`src/hw/tbo_defs.vh`:
```
// constants for the touch button output controller
// assumes a 25 MHz core clock; included by the design files
`ifndef TBO_DEFS_VH
`define TBO_DEFS_VH
// one ms tick per millisecond: 1 ms at 40 ns
`define TBO_MS_NS          1000000
`define TBO_CLK_NS         40
`define TBO_MS_CYC         (`TBO_MS_NS / `TBO_CLK_NS)
`define TBO_MS_W           15
// power-on fault pulse timing in ms
`define TBO_FAULT_START_MS 12'd175
`define TBO_FAULT_LEN_MS   12'd5
`define TBO_POWER_ON_SELF_TEST_W         12
// led hold: step in ms, max steps (2000 / 20)
`define TBO_HOLD_STEP_MS   16'd20
`define TBO_HOLD_MAX_STEPS 7'd100
// auto release periods and after-release hold in ms
`define TBO_AR_SHORT_MS    16'd5000
`define TBO_AR_LONG_MS     16'd20000
`define TBO_AR_QUICK_MS    16'd2000
`define TBO_AR_HOLD_Q_MS   16'd220
`define TBO_AR_HOLD_ADD_MS 16'd200
`define TBO_T_W            16
// modulator and parasitic capacitor limits in pF
`define TBO_CMOD_MIN_PF    16'd1000
`define TBO_CMOD_MAX_PF    16'd4000
`define TBO_CP_MAX_PF      8'd40
`endif

```
`src/hw/tbo_ctrl.v`:
```
// touch button output controller: four touch states to active-low outputs
// assumes touch detection and self-test measurements arrive from the
// analog front end; touch and grounded sense pins are sampled by two flip-flops
// What this block does
// - straps captured once after reset release
// - grounded sense input disables its button
// - each output follows its own input
// - outputs active low, driven once straps are captured
// - failed button: 5 ms pulse at 175 ms
// - deep sleep drives all outputs high, except during the fault pulse
// - low-power sleep freezes output levels, except during the fault pulse
// - outputs high impedance during reset
// - toggle inverts output per new touch
// - suppression: single touch reported active
// - suppression: keep earlier touched button only
// - led hold keeps output low after release
// - hold range 0 to 2000 ms, 20 ms steps
// - new release cancels running hold elsewhere
// - no led hold after auto release
// - auto release after continuous touch period
// - auto release period 5 or 20 s
// - power_on_self_test-release hold 220 ms or scan plus 200
// - self-test disables shorts to ground or supply
// - shorted button group all disabled
// - bad modulator capacitor disables all buttons
// - parasitic capacitance above 40 pF disables button
`timescale 1ns/1ns
`include "tbo_defs.vh"
module tbo_ctrl
#(
  parameter MS_CYC = `TBO_MS_CYC
)
(
  input  wire        core_clk,
  input  wire        resetn,
  input  wire [3:0]  sense_touch,
  input  wire [3:0]  sense_grounded,
  input  wire [3:0]  power_on_self_test_short_gnd,
  input  wire [3:0]  power_on_self_test_short_vdd,
  input  wire [3:0]  power_on_self_test_short_group,
  input  wire [15:0] modulator_capacitor_pf,
  input  wire [31:0] power_on_self_test_cp_pf,
  input  wire        strap_toggle,
  input  wire        neighbour_suppression,
  input  wire [6:0]  strap_hold_steps,
  input  wire        auto_release_strap,
  input  wire        strap_release_long,
  input  wire [7:0]  scan_interval,
  input  wire        sleep_req,
  input  wire        deep_sleep_req,
  output reg  [3:0]  button_output_n,
  output reg  [3:0]  button_output_oe_n,
  output reg  [3:0]  button_disabled_q
);
  localparam ST_POWER_ON_SELF_TEST = 3'b001;
  localparam ST_RUN  = 3'b010;
  localparam ST_DONE = 3'b100;

  // ==========================================================
  // input synchronisers
  reg [3:0]  t_s1_q, t_s2_q, g_s1_q, g_s2_q;
  reg        sl_s1_q, sl_s2_q, dp_s1_q, dp_s2_q;
  always @(posedge core_clk or negedge resetn)
  begin
    if (!resetn)
    begin
      t_s1_q  <= 4'h0;
      t_s2_q  <= 4'h0;
      g_s1_q  <= 4'h0;
      g_s2_q  <= 4'h0;
      sl_s1_q <= 1'b0;
      sl_s2_q <= 1'b0;
      dp_s1_q <= 1'b0;
      dp_s2_q <= 1'b0;
    end
    else
    begin
      t_s1_q  <= sense_touch;
      t_s2_q  <= t_s1_q;
      g_s1_q  <= sense_grounded;
      g_s2_q  <= g_s1_q;
      sl_s1_q <= sleep_req;
      sl_s2_q <= sl_s1_q;
      dp_s1_q <= deep_sleep_req;
      dp_s2_q <= dp_s1_q;
    end
  end

  wire ms_tick;
  tbo_tick #(.MS_CYC(MS_CYC)) u_tick
  (
    .core_clk  (core_clk),
    .resetn    (resetn),
    .ms_tick_q (ms_tick)
  );

  // ==========================================================
  // strap capture and self-test
  reg [2:0]            st_q;
  reg [`TBO_POWER_ON_SELF_TEST_W-1:0] power_on_self_test_ms_q;
  reg                  cap_done_q;
  reg                  tog_q, fss_q, ar_q, arl_q;
  reg [6:0]            hold_steps_q;
  reg [7:0]            scan_q;
  reg [3:0]            fail_q;
  reg [3:0]            cp_bad;
  integer              k;
  always @*
  begin
    for (k = 0; k < 4; k = k + 1)
      cp_bad[k] = power_on_self_test_cp_pf[k*8 +: 8] > `TBO_CP_MAX_PF;
  end
  wire cmod_bad = (modulator_capacitor_pf < `TBO_CMOD_MIN_PF) |
                  (modulator_capacitor_pf > `TBO_CMOD_MAX_PF);

  always @(posedge core_clk or negedge resetn)
  begin
    if (!resetn)
    begin
      st_q         <= ST_POWER_ON_SELF_TEST;
      power_on_self_test_ms_q    <= {`TBO_POWER_ON_SELF_TEST_W{1'b0}};
      cap_done_q   <= 1'b0;
      tog_q        <= 1'b0;
      fss_q        <= 1'b0;
      ar_q         <= 1'b0;
      arl_q        <= 1'b0;
      hold_steps_q <= 7'h00;
      scan_q       <= 8'h00;
      fail_q       <= 4'h0;
      button_disabled_q <= 4'h0;
    end
    else
    begin
      if (!cap_done_q)
      begin
        cap_done_q   <= 1'b1;
        tog_q        <= strap_toggle;
        fss_q        <= neighbour_suppression;
        ar_q         <= auto_release_strap;
        arl_q        <= strap_release_long;
        hold_steps_q <= (strap_hold_steps > `TBO_HOLD_MAX_STEPS) ?
                        `TBO_HOLD_MAX_STEPS : strap_hold_steps;
        scan_q       <= (scan_interval == 8'h00) ? 8'h01 : scan_interval;
        fail_q       <= power_on_self_test_short_gnd | power_on_self_test_short_vdd |
                        power_on_self_test_short_group | cp_bad |
                        {4{cmod_bad}};
        button_disabled_q <= power_on_self_test_short_gnd | power_on_self_test_short_vdd |
                             power_on_self_test_short_group | cp_bad |
                             {4{cmod_bad}};
      end
      if (ms_tick && st_q != ST_DONE)
        power_on_self_test_ms_q <= power_on_self_test_ms_q + 1'b1;
      case (st_q)
        ST_POWER_ON_SELF_TEST:
          if (power_on_self_test_ms_q == `TBO_FAULT_START_MS)
            st_q <= ST_RUN;
        ST_RUN:
          if (power_on_self_test_ms_q == `TBO_FAULT_START_MS + `TBO_FAULT_LEN_MS)
            st_q <= ST_DONE;
        ST_DONE:
          st_q <= ST_DONE;
        default:
          st_q <= ST_POWER_ON_SELF_TEST;
      endcase
    end
  end

  // ==========================================================
  // scan divider: one pulse per scan interval
  reg [7:0] scan_ms_q;
  reg       scan_q_tick;
  always @(posedge core_clk or negedge resetn)
  begin
    if (!resetn)
    begin
      scan_ms_q   <= 8'h00;
      scan_q_tick <= 1'b0;
    end
    else
    begin
      scan_q_tick <= 1'b0;
      if (ms_tick)
      begin
        if (scan_ms_q + 8'h01 >= scan_q)
        begin
          scan_ms_q   <= 8'h00;
          scan_q_tick <= 1'b1;
        end
        else
          scan_ms_q <= scan_ms_q + 8'h01;
      end
    end
  end

  // ==========================================================
  // per-scan touch processing
  // blind after an auto release: touches ignored until its hold ends
  reg  [3:0] arhold_q;
  wire [3:0] raw = t_s2_q & ~button_disabled_q & ~g_s2_q &
                   ~arhold_q;
  reg  [3:0] prev_q;
  reg  [3:0] rep;
  reg  [2:0] nhot;
  integer    j;
  always @*
  begin
    nhot = 3'd0;
    for (j = 0; j < 4; j = j + 1)
      nhot = nhot + {2'b00, raw[j]};
    if (!fss_q || nhot < 3'd2)
      rep = raw;
    else
      rep = raw & prev_q;
  end

  wire [`TBO_T_W-1:0] ar_period = arl_q ? `TBO_AR_LONG_MS :
                                          `TBO_AR_SHORT_MS;
  wire [`TBO_T_W-1:0] scan_ms16 = {8'h00, scan_q};
  wire [`TBO_T_W-1:0] hold_ms = hold_steps_q * `TBO_HOLD_STEP_MS;
  wire [3:0] fall = prev_q & ~rep;
  wire       any_fall = |fall;
  wire       run_ok = st_q != ST_POWER_ON_SELF_TEST && cap_done_q;

  reg [3:0] act_q, tog_st_q, arfired_q, hold_on_q;
  reg [`TBO_T_W-1:0] tch_ms_q [0:3];
  reg [`TBO_T_W-1:0] hold_ms_q [0:3];
  reg [`TBO_T_W-1:0] ar_lim_q [0:3];

  genvar b;
  generate
    for (b = 0; b < 4; b = b + 1)
    begin : g_btn
      always @(posedge core_clk or negedge resetn)
      begin
        if (!resetn)
        begin
          prev_q[b]    <= 1'b0;
          tog_st_q[b]  <= 1'b0;
          arfired_q[b] <= 1'b0;
          hold_on_q[b] <= 1'b0;
          arhold_q[b]  <= 1'b0;
          act_q[b]     <= 1'b0;
          tch_ms_q[b]  <= {`TBO_T_W{1'b0}};
          hold_ms_q[b] <= {`TBO_T_W{1'b0}};
          ar_lim_q[b]  <= {`TBO_T_W{1'b0}};
        end
        else if (scan_q_tick && run_ok && !sl_s2_q && !dp_s2_q)
        begin
          prev_q[b] <= rep[b];
          // touch duration counter
          if (rep[b])
            tch_ms_q[b] <= tch_ms_q[b] + scan_ms16;
          else
            tch_ms_q[b] <= {`TBO_T_W{1'b0}};
          if (ar_q && rep[b] && !arfired_q[b] &&
              tch_ms_q[b] + scan_ms16 >= ar_period)
          begin
            arfired_q[b] <= 1'b1;
            tch_ms_q[b]  <= {`TBO_T_W{1'b0}};
          end
          if (rep[b] && !prev_q[b])
            tog_st_q[b] <= ~tog_st_q[b];
          // hold after release
          if (fall[b] && arfired_q[b])
          begin
            arfired_q[b] <= 1'b0;
            arhold_q[b]  <= 1'b1;
            hold_on_q[b] <= 1'b0;
            hold_ms_q[b] <= {`TBO_T_W{1'b0}};
            ar_lim_q[b]  <= (tch_ms_q[b] < `TBO_AR_QUICK_MS) ?
                            `TBO_AR_HOLD_Q_MS :
                            scan_ms16 + `TBO_AR_HOLD_ADD_MS;
          end
          else if (fall[b])
          begin
            hold_on_q[b] <= hold_steps_q != 7'h00;
            hold_ms_q[b] <= {`TBO_T_W{1'b0}};
          end
          else if (any_fall && hold_on_q[b])
            hold_on_q[b] <= 1'b0;
          else if (hold_on_q[b])
          begin
            if (hold_ms_q[b] + scan_ms16 >= hold_ms)
              hold_on_q[b] <= 1'b0;
            hold_ms_q[b] <= hold_ms_q[b] + scan_ms16;
          end
          if (arhold_q[b] && !fall[b])
          begin
            if (hold_ms_q[b] + scan_ms16 >= ar_lim_q[b])
              arhold_q[b] <= 1'b0;
            hold_ms_q[b] <= hold_ms_q[b] + scan_ms16;
          end
          // output state for this button only
          if (tog_q)
            act_q[b] <= tog_st_q[b] ^ (rep[b] & ~prev_q[b]);
          else
            act_q[b] <= (rep[b] & ~arfired_q[b] &
                         ~(ar_q && tch_ms_q[b] + scan_ms16 >= ar_period))
                        | (hold_on_q[b] & ~fall[b] & ~any_fall &
                           (hold_ms_q[b] + scan_ms16 < hold_ms))
                        | (fall[b] & ~arfired_q[b] &
                           (hold_steps_q != 7'h00));
        end
      end

      // pin driver
      always @(posedge core_clk or negedge resetn)
      begin
        if (!resetn)
        begin
          button_output_n[b]    <= 1'b1;
          button_output_oe_n[b] <= 1'b1;
        end
        else if (!cap_done_q)
        begin
          button_output_n[b]    <= 1'b1;
          button_output_oe_n[b] <= 1'b1;
        end
        else
        begin
          button_output_oe_n[b] <= 1'b0;
          if (st_q == ST_RUN)
            button_output_n[b] <= ~fail_q[b];
          else if (st_q == ST_POWER_ON_SELF_TEST || fail_q[b] || dp_s2_q)
            button_output_n[b] <= 1'b1;
          else if (sl_s2_q)
            button_output_n[b] <= button_output_n[b];
          else
            button_output_n[b] <= ~act_q[b];
        end
      end
    end
  endgenerate
endmodule // tbo_ctrl

```
`src/hw/tbo_tick.v`:
```
// millisecond enable divider
// assumes the core clock of the defs header
`timescale 1ns/1ns
`include "tbo_defs.vh"
module tbo_tick
#(
  parameter MS_CYC = `TBO_MS_CYC
)
(
  input  wire core_clk,
  input  wire resetn,
  output reg  ms_tick_q
);
  localparam [31:0]          LAST_W = MS_CYC - 1;
  localparam [`TBO_MS_W-1:0] LAST   = LAST_W[`TBO_MS_W-1:0];
  reg [`TBO_MS_W-1:0] cnt_q;

  always @(posedge core_clk or negedge resetn)
  begin
    if (!resetn)
    begin
      cnt_q     <= {`TBO_MS_W{1'b0}};
      ms_tick_q <= 1'b0;
    end
    else
    begin
      ms_tick_q <= (cnt_q == LAST);
      if (cnt_q == LAST)
        cnt_q <= {`TBO_MS_W{1'b0}};
      else
        cnt_q <= cnt_q + 1'b1;
    end
  end
endmodule // tbo_tick

```
`config.mk`:
```
export PLATFORM = sky130hd
export DESIGN_NAME = tbo_ctrl
export DESIGN_NICKNAME = d
export VERILOG_FILES = /design/src/hw/tbo_ctrl.v /design/src/hw/tbo_tick.v
export VERILOG_INCLUDE_DIRS = /design/src /design/src/hw
export SDC_FILE = /design/constraint.sdc
export NUM_CORES = 1
export LEC_CHECK = 0
export ABC_AREA = 1
export BUFFER_PORTS_ARGS = -buffer_cell sky130_fd_sc_hd__buf_2
export CAP_MARGIN = 10
export CORE_ASPECT_RATIO = 1.25
export CORE_MARGIN = 2
export CORE_UTILIZATION = 51
export CTS_CLUSTER_SIZE = 16
export DETAILED_ROUTE_END_ITERATION = 10
export GPL_TIMING_DRIVEN = 0
export PLACE_DENSITY = 0.76
export SLEW_MARGIN = 20
export SYNTH_ARGS = -nofsm -noshare
export SYNTH_HDL_FRONTEND = slang
export SYNTH_SLANG_ARGS = --single-unit
export TNS_END_PERCENT = 5
```
`constraint.sdc`:
```
create_clock -name core_clk -period 7.58 [get_ports core_clk]
set_input_delay 1.137 -clock core_clk [delete_from_list [all_inputs] [get_ports core_clk]]
set_output_delay 1.137 -clock core_clk [all_outputs]
set_load 0.05 [all_outputs]
```
After elaboration in Yosys (flattened, before gate mapping)

Index checks and enable logic that the tools add are counted.

Flip-flop bits (word level): 305
Input port bits: 91
Logic and storage cells: 406

Equality and inequality tests: 18
Add/subtract/negate cells: 15
Multipliers: 1
$lt $le $gt $ge: 29
Bitwise operators: 87
Reductions and logical operators: 89
Multiplexer cells: 104

Operators with widths:

| operator               | count |
|---|---|
| $mux W16               | 31 |
| $add A16 B8 Y16        | 8 |
| $ge A16 B12 Y1         | 4 |
| $ge A16 B15 Y1         | 4 |
| $ge A16 B16 Y1         | 4 |
| $lt A16 B11 Y1 const B | 4 |
| $lt A16 B12 Y1         | 4 |
| $mux W1                | 63 |
| $logic_and A1 B1 Y1    | 37 |
| $and A1 B1 Y1          | 32 |
| $gt A8 B6 Y1 const B   | 4 |
| $mux W15               | 2 |
| $not A1 Y1             | 29 |
| $reduce_and A2 Y1      | 13 |
| $eq A12 B8 Y1 const B  | 2 |
| $and A4 B4 Y4          | 5 |
| $gt A16 B12 Y1 const B | 1 |
| $lt A16 B10 Y1 const B | 1 |
| $mux W8                | 2 |
| $ne A4 B2 Y1 const B   | 4 |
| $ne A4 B3 Y1 const B   | 4 |
| $not A4 Y4             | 4 |
| $or A4 B4 Y4           | 4 |
| $reduce_bool A4 Y1     | 4 |
| other kinds (32)       | 73 |

Logic depth before layout (Yosys ltp)

Gate-level depths: netlist of the first run.

Word-level depth: 19
Gate-level depth with buffers: 24
Mapped depth without buffers: 24

Cells and area by module

From an unflattened synthesis of the first run, not the netlist that was laid out.

Cell total of the unflattened synthesis: 2667
Area, all modules: 19806.5 µm²

Modules (own cells, without submodules):

| module   | cells each | instances | area an instance (µm²) |
|---|---|---|---|
| tbo_ctrl | 2538       | 1         | 18888.1 |
| tbo_tick | 129        | 1         | 918.4 |

Least setup slack after synthesis of the first run

OpenSTA, ideal clock, no wires.

Path kind: register -> register
Start point: register scan_q[1]
End point: register tch_ms_q[54] (netlist bit)
Data arrival time: 3381 ps
Path buffers: 1
Slack: 4081 ps
Data required time: 7462 ps
Cell stages (with the launch flop): 22
Path through: dfrtp_1 -> fa_1 -> nand3_1 -> or2_2 -> nand3_1 -> nand2_1 -> nand2_1 -> nand4_1 -> nor3_1 -> xor2_1 -> inv_1 -> ha_1 -> nand2_1 -> inv_1 -> nand3_1 -> nor2_1 -> nand2_1 -> nand2_1 -> nand2_2 -> buf_4 -> nand4_1 -> nand2_1

Cells in the longest elaborated chain, start to end: 4
Elaborated cells on any way between the ends: 5

RTL lines:

| what                          | line                           | RTL |
|---|---|---|
| start, declared               | tbo_ctrl.v:104                 | `reg [7:0] scan_q;` |
| start signal, assigned        | tbo_ctrl.v:143                 | `scan_q <= (scan_interval == 8'h00) ? 8'h01 : scan_interval;` |
| $add A16 B8 Y16 *             | tbo_ctrl.v:252, tbo_ctrl.v:256 |  |
| $ge A16 B15 Y1                | tbo_ctrl.v:256                 | `tch_ms_q[b] + scan_ms16 >= ar_period)` |
| $logic_and A1 B1 Y1           | tbo_ctrl.v:255                 | `if (ar_q && rep[b] && !arfired_q[b] &&` |
| $mux W16 *                    | tbo_ctrl.v:255                 |  |
| end signal, assigned by index | tbo_ctrl.v:252                 | `tch_ms_q[b] <= tch_ms_q[b] + scan_ms16;` |
| end signal, assigned by index | tbo_ctrl.v:254                 | `` tch_ms_q[b] <= {`TBO_T_W{1'b0}}; `` |
| end signal, assigned by index | tbo_ctrl.v:259                 | `` tch_ms_q[b] <= {`TBO_T_W{1'b0}}; `` |
| end, declared                 | tbo_ctrl.v:225                 | `` reg [`TBO_T_W-1:0] tch_ms_q [0:3]; `` |

Every way passes the cells marked *; elsewhere a longest branch is shown, timed or not.
A chain may end at the register's enable or synchronous reset.

Worst setup path after layout of the first run

Start point: register scan_q[0]
End point: register tch_ms_q[60] (netlist bit)

The elaborated chain is that of the path after synthesis.

==> results.md, run 1 <==
* Crit end category: flip-flop
* RSZ-0062 raised after global routing: false
* CTS resizes at 0
* Worst-Skew Late Latency at 0.62 ns
* R2R depth at 22
* Drt initial violations at roughly 1300
* Post-synth net total at 2932
* Crit Path Max Fanout at 14
* Area growth syn-to-layout at 11.9%
* H-tree depth at 1
* Hold WC Path Type: reg2reg
* F_max at around 0.22 GHz
* Rel. slew slack at 29.6%
* Synth area leaders: dfrtp_1 35%, ha_1 12%, nand2_1 12%
* Final WL at 54400 um
* Die Y at roughly 220 um
* Total CTS buffers at 31
* Vias in the first global route at 18012
* Row count at 80
* IO buf count at roughly 100
* Post-route cell area at approximately 22000 um^2
* Outcome: complete, no violations
* EDFF count, synth at 0
* Setup Viol. Count Final at 0
* Synthesized flop and latch total at 277
* Share of the synthesized area in the top cell type at about a third
* Post-CTS Setup Bufs at 0
* NumNets Final at about 3000
* Chip width at roughly 180 um
* MaxCap Viol Count at 0
* Cell Pwr Density at roughly 170 nW/um^2
* Die area at 40000 um^2
* TritonCTS clock tree: done
* DP HPWL at approximately 41000 um
* Post-synthesis cell type count at between 50 and 60
* Antenna diode count at 0
* Commonest non-fill, non-tap cell in the layout: nand2_1
* First-pass iteration count of the detailed router at 6
* Crit path arrival time at between 4 and 5 ns
* Seq/Total Area, Yosys at ~35%
* Hold Path Depth at 0
* Overall Global Routing Usage at 27.5%
* Clock Root Buffer: clkbuf_16
* Min Tclk post-route at between 4 and 5 ns
* DP Area at between 20000 and 25000 um^2
* Power, Total at 3.69 mW
* WHS at about 0.35 ns
* Routability cong. at slightly above 0.9
* Type of the worst setup path: reg2reg
* Leakage at 11.5 nW
* Mean number of vias per cell at around 5.6
* Clock tree sinks at 277
* Synth Instances at approximately 2600
* Synth area leader: dfrtp_1
* Initial antenna violation count at 0
* I/O pin count at 103
* Initial core utilization at around half
* Hold_buf cts at 0
* Placed insts at about 3200
* Cell area after synthesis at between 15000 and 20000 um^2
* ANT nets after route at 0
* Critical Path RT at roughly 8.1 ns
* Final Slew Violations at 0
* Pin count of the biggest net entering global routing at 98
* Post-DR wirelength/cell at around 17 um
* Clock slew seen by the registers of the worst setup and hold paths at about 0.060 ns
* VDD IR-drop max at approximately 0.18 mV
* Clk buf depth at 3
* Fin cells at roughly 3300
* Ys Warns at 0
* Synth Flop Type: dfrtp_1
* Setup TNS at 0 ns
* DR vias at 18402
* Core Util, Final at a little under three fifths
* Share of layout cells above drive strength 1 at under 10%
* Worst setup SP type: flip-flop
* First-pass GRT wire length at slightly below 90000 um
* Final Hold Viols at 0
* Actual slew at the worst max-slew pin at roughly 1.1 ns
* Final worst path period share at 59.1%
* Post-synthesis async set-or-reset flop share at 100%
* Total core area at between 30000 and 40000 um^2
* Worst Skew at slightly below 0.05 ns
* Final worst slack at a little over 3 ns
* Avg Inst Size Synth at 7.42 um^2
* Total grt overflow at 0
* Place WS at 3.20 ns
* Most frequent cells in the layout: 604 x nand2_1, 424 x inv_1, 269 x dfrtp_1
* DRC at 0
-- synth_stat cells, types with 2 or more instances --
cell,count
nand2_2,2
xnor2_1,19
or2_2,5
buf_2,19
o221ai_1,2
nor2_4,3
nand3_1,226
a211oi_1,3
o22ai_1,31
fa_1,10
nand4_1,61
o41ai_1,2
dfrtp_1,271
a21o_1,2
buf_4,6
nor3b_1,2
a21boi_0,4
and3_1,3
ha_1,195
nor3_1,41
o211ai_1,6
a31oi_4,2
o311ai_1,2
and2_1,4
nor4_1,13
xor2_1,80
nand3b_1,9
o31ai_1,4
o21ai_0,153
a21oi_1,118
a31oi_1,34
nor2_1,224
inv_2,2
dfstp_2,6
inv_1,424
o21bai_1,7
clkbuf_1,24
nand2_1,604
-- cell families after synthesis --
| logic type | share of synthesized area, % |
|---|---|
| simple gates | 26.3 |
| buf+inv | 9.35 |
| compound gates | 10.9 |
| flops | 35.5 |
| fa+ha+maj | 13.5 |
| xor+xnor | 4.43 |
| other cells | 0.0192 |
-- per-layer routing --
metal | GRT usage [%] | vias up | share of wire [%]
met4 | 13.7 | 0 | 5.4
met5 | 0 | - | 0
met3 | 3.27 | 173 | 5.7
met2 | 47.0 | 603 | 48
li1 | - | 8944 | -
met1 | 34.1 | 8682 | 41
-- registers in the layout, summed over array words and instances (netlist names), 7 cells and up --
name	cells
power_on_self_test_ms_q	12
hold_ms_q	64
u_tick.cnt_q	15
scan_q	8
hold_steps_q	7
tch_ms_q	64
ar_lim_q	36
scan_ms_q	8
-- final timing paths --
check	start	endpoint	slack [ns]
setup reg to reg	scan_q[0]$_DFFE_PN0N_	tch_ms_q[60]$_DFFE_PN0P_	3.10
max in group asynchronous	resetn	st_q[0]$_DFFE_PN1P_	5.93
hold reg to reg	dp_s1_q$_DFF_PN0_	dp_s2_q$_DFF_PN0_	0.35
min in group asynchronous	resetn	hold_ms_q[30]$_DFFE_PN0P_	0.44
hold / removal	dp_s1_q$_DFF_PN0_	dp_s2_q$_DFF_PN0_	0.35
setup / recovery	scan_q[0]$_DFFE_PN0N_	tch_ms_q[60]$_DFFE_PN0P_	3.10
-- area by class of cell --
type	instances	area, um^2
buffer	49	230
clock buffer	43	891
clock inverter	13	186
fill	3480	16100
inverter	426	1600
multi-input combinational	1884	10800
sequential	277	6940
tap	492	616
timing repair buffer	106	623
-- power by group --
group / leakage [nW] / internal, mW / switching (mW)
Clock: 0.532 / 0.954 / 0.653
Sequential: 3.74 / 1.50 / 0.0495
Combinational: 7.26 / 0.184 / 0.350
-- worst max-delay path, stage by stage (launching register included) --
cell and delay (ns):
dfrtp_1 1.03, ha_1 0.38, fa_1 0.26, nand3_1 0.11
or2_2 0.30, nand3_1 0.12, nand2_1 0.06, nand2_1 0.10
nand4_1 0.15, nor3_1 0.21, xor2_1 0.17, inv_1 0.08
ha_1 0.30, nand2_1 0.05, inv_1 0.05, nand3_1 0.09
nor2_1 0.11, nand2_1 0.05, nand2_1 0.15, nand2_2 0.17
buf_4 0.24, nand3_1 0.08, nand2_1 0.05
(Power assumes the default switching activity.)
==> run 2: changes to the inputs <==
--- a/config.mk
+++ b/config.mk
@@ -6,7 +6,7 @@
 export SDC_FILE = /design/constraint.sdc
 export NUM_CORES = 1
 export LEC_CHECK = 0
-export ABC_AREA = 1
+export ABC_AREA = 0
 export BUFFER_PORTS_ARGS = -buffer_cell sky130_fd_sc_hd__buf_2
 export CAP_MARGIN = 10
 export CORE_ASPECT_RATIO = 1.25
@@ -15,7 +15,7 @@
 export CTS_CLUSTER_SIZE = 16
 export DETAILED_ROUTE_END_ITERATION = 10
 export GPL_TIMING_DRIVEN = 0
-export PLACE_DENSITY = 0.76
+export PLACE_DENSITY = 0.79
 export SLEW_MARGIN = 20
 export SYNTH_ARGS = -nofsm -noshare
 export SYNTH_HDL_FRONTEND = slang
==> constraint.sdc (replaced) <==
create_clock -name core_clk -period 4 [get_ports core_clk]
set_input_delay 0.6 -clock core_clk [delete_from_list [all_inputs] [get_ports core_clk]]
set_output_delay 0.6 -clock core_clk [all_outputs]
set_load 0.05 [all_outputs]
==> run 2 against run 1 <==
The run now ends with negative setup slack left; final area down 1.3%; register-to-register slack worse by 3.6 ns; count of clock-buffer cells in the layout down 3; clock power up 81%; core utilization up 3.2 points; maximum frequency up 0.64%; area after synthesis down 5.6%; sequential power up 90%; critical endpoint is now tch_ms_q[47]$_DFFE_PN0P_.
==> results.md, run 2 <==
* Largest stage delay on the critical path at 0.57 ns (was 1.03 ns)
* Area growth syn-to-layout at 17.1% (was 11.9%)
* Final WL at 53000 um (was 54400 um)
* Rel. slew slack at 21.9% (was 29.6%)
* Final worst slack at -0.454 ns (was 3.10 ns)
* Crit path cell chain: ha_4 > fa_2 > and3_4 > o21a_4 > o31ai_4 > nand2b_1 > a21o_1 > and3_4 > and3_4 > xor2_2 > ha_1 > o2111ai_2 > a211oi_2 > or4_4 > a221oi_4 > buf_12 > buf_8 > a21oi_2 > a31oi_1 (was ha_1 > fa_1 > nand3_1 > or2_2 > nand3_1 > nand2_1 > nand2_1 > nand4_1 > nor3_1 > xor2_1 > inv_1 > ha_1 > nand2_1 > inv_1 > nand3_1 > nor2_1 > nand2_1 > nand2_1 > nand2_2 > buf_4 > nand3_1 > nand2_1)
* Post-synth net total at 2276 (was 2932)
* DP Area at 19700 um^2 (was 20800 um^2)
* Most common cell in the netlist: dfrtp_1 (was nand2_1)
* Most frequent CP cell: and3_4 (was nand2_1)
* H-tree depth at 1 (unchanged)
* Place WS at -1.30 ns (was 3.20 ns)
* DP HPWL at 37100 um (was 40600 um)
* Clock slew seen by the registers of the worst setup and hold paths at 0.07 ns (was 0.06 ns)
* Share of the synthesized area in the top cell type at 36.7% (was 34.7%)
* Synth Flop Type: dfrtp_1 (unchanged)
* Final Slew Violations at 0 (unchanged)
* R2R depth at 19 (was 22)
* Seq pwr share at 42.4% (was 41.9%)
* ANT nets after route at 0 (unchanged)
* Clock Root Buffer: clkbuf_16 (unchanged)
* DR vias at 16374 (was 18402)
* Core Util, Final at 60.8% (was 57.6%)
* Post-synthesis cell type count at 85 (was 51)
* Cell area after synthesis at 18500 um^2 (was 19600 um^2)
* Overall Global Routing Usage at 27.9% (was 27.5%)
* Worst Setup EP: tch_ms_q[47]$_DFFE_PN0P_ (was tch_ms_q[60]$_DFFE_PN0P_)
* Share of layout cells above drive strength 1 at 16.3% (was 7.47%)
* Synth area leader: dfrtp_1 (unchanged)
* Clk buf depth at 3 (unchanged)
* Avg Inst Size Synth at 9.33 um^2 (was 7.42 um^2)
* Internal power at 4.92 mW (was 2.63 mW)
* Routability cong. at 0.917 (was 0.926)
* WHS at 0.101 ns (was 0.347 ns)
* Row count at 77 (was 80)
* Die Y at 217 um (was 223 um)
* Initial core utilization at 51.9% (was 51.4%)
* First-pass GRT wire length at 85600 um (was 88600 um)
* RSZ-0062 raised after global routing: true (was false)
* Clock tree sinks at 277 (unchanged)
* Worst-Skew Late Latency at 0.60 ns (was 0.62 ns)
* Critical Path Source: scan_q[0]$_DFFE_PN0N_ (unchanged)
* Pin count of the biggest net entering global routing at 89 (was 98)
* Post-synthesis async set-or-reset flop share at 100% (unchanged)
* Most frequent cells in the layout: 264 x dfrtp_1, 188 x ha_1, 169 x nand2_1 (was 604 x nand2_1, 424 x inv_1, 269 x dfrtp_1)
* Total grt overflow at 0 (unchanged)
* Sw Ratio at 28.5% (was 28.6%)
* MaxCap Viol Count at 0 (unchanged)
* Critical path's slowest cell: dfrtp_4 (was dfrtp_1)
* Die area at 37800 um^2 (was 40000 um^2)
* Crit end category: flip-flop (unchanged)
* Crit path arrival time at 4.96 ns (about the same)
* Outcome: complete, but fails checks (was complete, no violations)
* Drt initial violations at 1179 (was 1332)
* Total core area at 35600 um^2 (was 38000 um^2)
* Fillers at 2910 (was 3480)
* Vias in the first global route at 16599 (was 18012)
* Commonest non-fill, non-tap cell in the layout: dfrtp_1 (was nand2_1)
* Setup Viol. Count Final at 73 (was 0)
* Antenna diode count at 0 (unchanged)
* FF-to-FF End: tch_ms_q[47]$_DFFE_PN0P_ (was tch_ms_q[60]$_DFFE_PN0P_)
* Synth Instances at 1980 (was 2636)
* Critical Path RT at 4.50 ns (was 8.06 ns)
* Worst setup SP type: flip-flop (unchanged)
* Mean number of vias per cell at 6.17 (was 5.59)
* Min Tclk post-route at 4.45 ns (was 4.48 ns)
* TritonCTS clock tree: done (unchanged)
* Worst reg-to-reg setup slack at -0.45 ns (was 3.10 ns)
* First-pass iteration count of the detailed router at 5 (was 6)
* IO buf count at 102 (unchanged)
* Hold WC Path Type: in2reg (was reg2reg)
* VDD IR-drop max at 0.395 mV (was 0.184 mV)
* Crit Path Max Fanout at 8 (was 14)
* Synth area leaders: dfrtp_1 37%, ha_1 13%, o21ai_0 4.5% (was dfrtp_1 35%, ha_1 12%, nand2_1 12%)
* Largest regs: hold_ms_q (64), tch_ms_q (64), ar_lim_q (36) (unchanged)
* Cell Pwr Density at 318 nW/um^2 (was 168 nW/um^2)
* Worst Skew at 0.0255 ns (was 0.0486 ns)
* EDFF count, synth at 0 (unchanged)
* F_max at 0.225 GHz (was 0.223 GHz)
* Ys Warns at 0 (unchanged)
* Final worst path period share at 111% (was 59.1%)
* Post-route cell area at 21600 um^2 (was 21900 um^2)
* Type of the worst setup path: reg2reg (unchanged)
* Leakage at 10.1 nW (was 11.5 nW)
* Psw at 1.96 mW (was 1.05 mW)
* Synthesized flop and latch total at 277 (unchanged)
* Total CTS buffers at 30 (was 31)
* Actual slew at the worst max-slew pin at 1.15 ns (was 1.06 ns)
* R2r startpoint: scan_q[0]$_DFFE_PN0N_ (unchanged)
* Final Hold Viols at 0 (unchanged)
* I/O pin count at 103 (unchanged)
* Post-DR wirelength/cell at 20.0 um (was 16.5 um)
* Initial antenna violation count at 0 (unchanged)
* Seq/Total Area, Yosys at 37.6% (was 35.5%)
* Chip width at 174 um (was 179 um)
* Clk pwr share at 42.3% (was 43.6%)
* DRC at 0 (unchanged)
* Most common library cells after synthesis: 271 x dfrtp_1, 195 x ha_1, 169 x nand2_1 (was 604 x nand2_1, 424 x inv_1, 271 x dfrtp_1)
* Logic pwr share at 15.3% (was 14.5%)
* Failing checks: negative setup slack
* NumNets Final at 2450 (was 3071)
-- run 2: per-stage QoR --
| step | TNS (ns) | instances | total power [mW] |
|---|---|---|---|
| finish | -15.73 | 2652 | 6.88 |
| global route | -27.89 | 2652 | 7.14 |
| CTS | -12.87 | 2645 | 6.88 |
| detailed placement | -61.80 | 2559 | 3.91 |
| global placement | -820.41 | 2556 | 3.85 |
| floorplan | -3.18 | 1980 | 3.53 |
-- run 2: cell families after synthesis --
group                      share of synthesized area (%)
AOI/OAI and AO/OA                                   21.3
xor gates and xnor gates                            5.79
adders and majority gates                           14.3
buffers and inverters                               2.99
DFF                                                 37.6
muxes                                               1.18
other                                             0.0203
and+or+nand+nor                                     16.8
-- run 2: final cells by class --
class                           instances  area (um^2)  share of cell area, %
Multi-Input combinational cell       1562        11500                   53.3
Sequential cell                       277         6960                   32.2
Timing Repair Buffer                  142          938                   4.34
Clock buffer                           40          868                   4.02
Tap cell                              474          593                   2.74
Inverter                               80          300                   1.39
Buffer                                 61          272                   1.26
Clock inverter                         16          173                  0.799
-- run 2: worst max-delay path: cells and delay by family (launching register included) --
family                   cells  cell delay, ns
buffers and inverters        2            0.30
flip-flops                   1            0.57
XOR/XNOR                     1            0.15
adder cells (fa/ha/maj)      3            0.87
AND/OR/NAND/NOR              5            1.21
AO/OA/AOI/OAI                8            1.24
-- run 2: what timing repair did --
item / in CTS / in global routing
endpoints found under the hold margin: 56 / 0
pin swaps: 32 / 23
gates cloned: 1 / 0
resized for setup: 91 / 40
setup endpoints to repair: 79 / 77
hold buffers: 1 / 0
setup buffers: 28 / 7
-- run 2: worst min path at each step --
| stage | start | end | slack, ns | cells after the start |
|---|---|---|---|---|
| 2_1_floorplan | resetn | act_q[0]$_DFFE_PN0P_ | 0.30 | 0 |
| 3_3_place_gp | sl_s1_q$_DFF_PN0_ | sl_s2_q$_DFF_PN0_ | 0.33 | 0 |
| 3_5_place_dp | g_s1_q[1]$_DFF_PN0_ | g_s2_q[1]$_DFF_PN0_ | 0.34 | 0 |
| 4_1_cts | sleep_req | sl_s1_q$_DFF_PN0_ | 0.08 | 1 |
| 5_1_grt | sleep_req | sl_s1_q$_DFF_PN0_ | 0.08 | 1 |
| 6_report | sleep_req | sl_s1_q$_DFF_PN0_ | 0.10 | 1 |
-- run 2: power by group through the flow --
stage / logic [mW] / registers (mW) / clock network (mW)
2_1_floorplan: 0.602 / 2.93 / 0
3_3_place_gp: 0.862 / 2.99 / 0
3_5_place_dp: 0.918 / 2.99 / 0
4_1_cts: 1.03 / 2.91 / 2.94
5_1_grt: 1.16 / 2.91 / 3.07
6_report: 1.05 / 2.92 / 2.91
-- run 2: per-layer routing --
layer	global-route usage (%)	share of wire (%)	up-vias
met5	0	0	-
met4	16.2	6.2	0
met3	3.46	5.7	179
met2	47.4	48	557
met1	34.4	40	8012
li1	-	-	7626
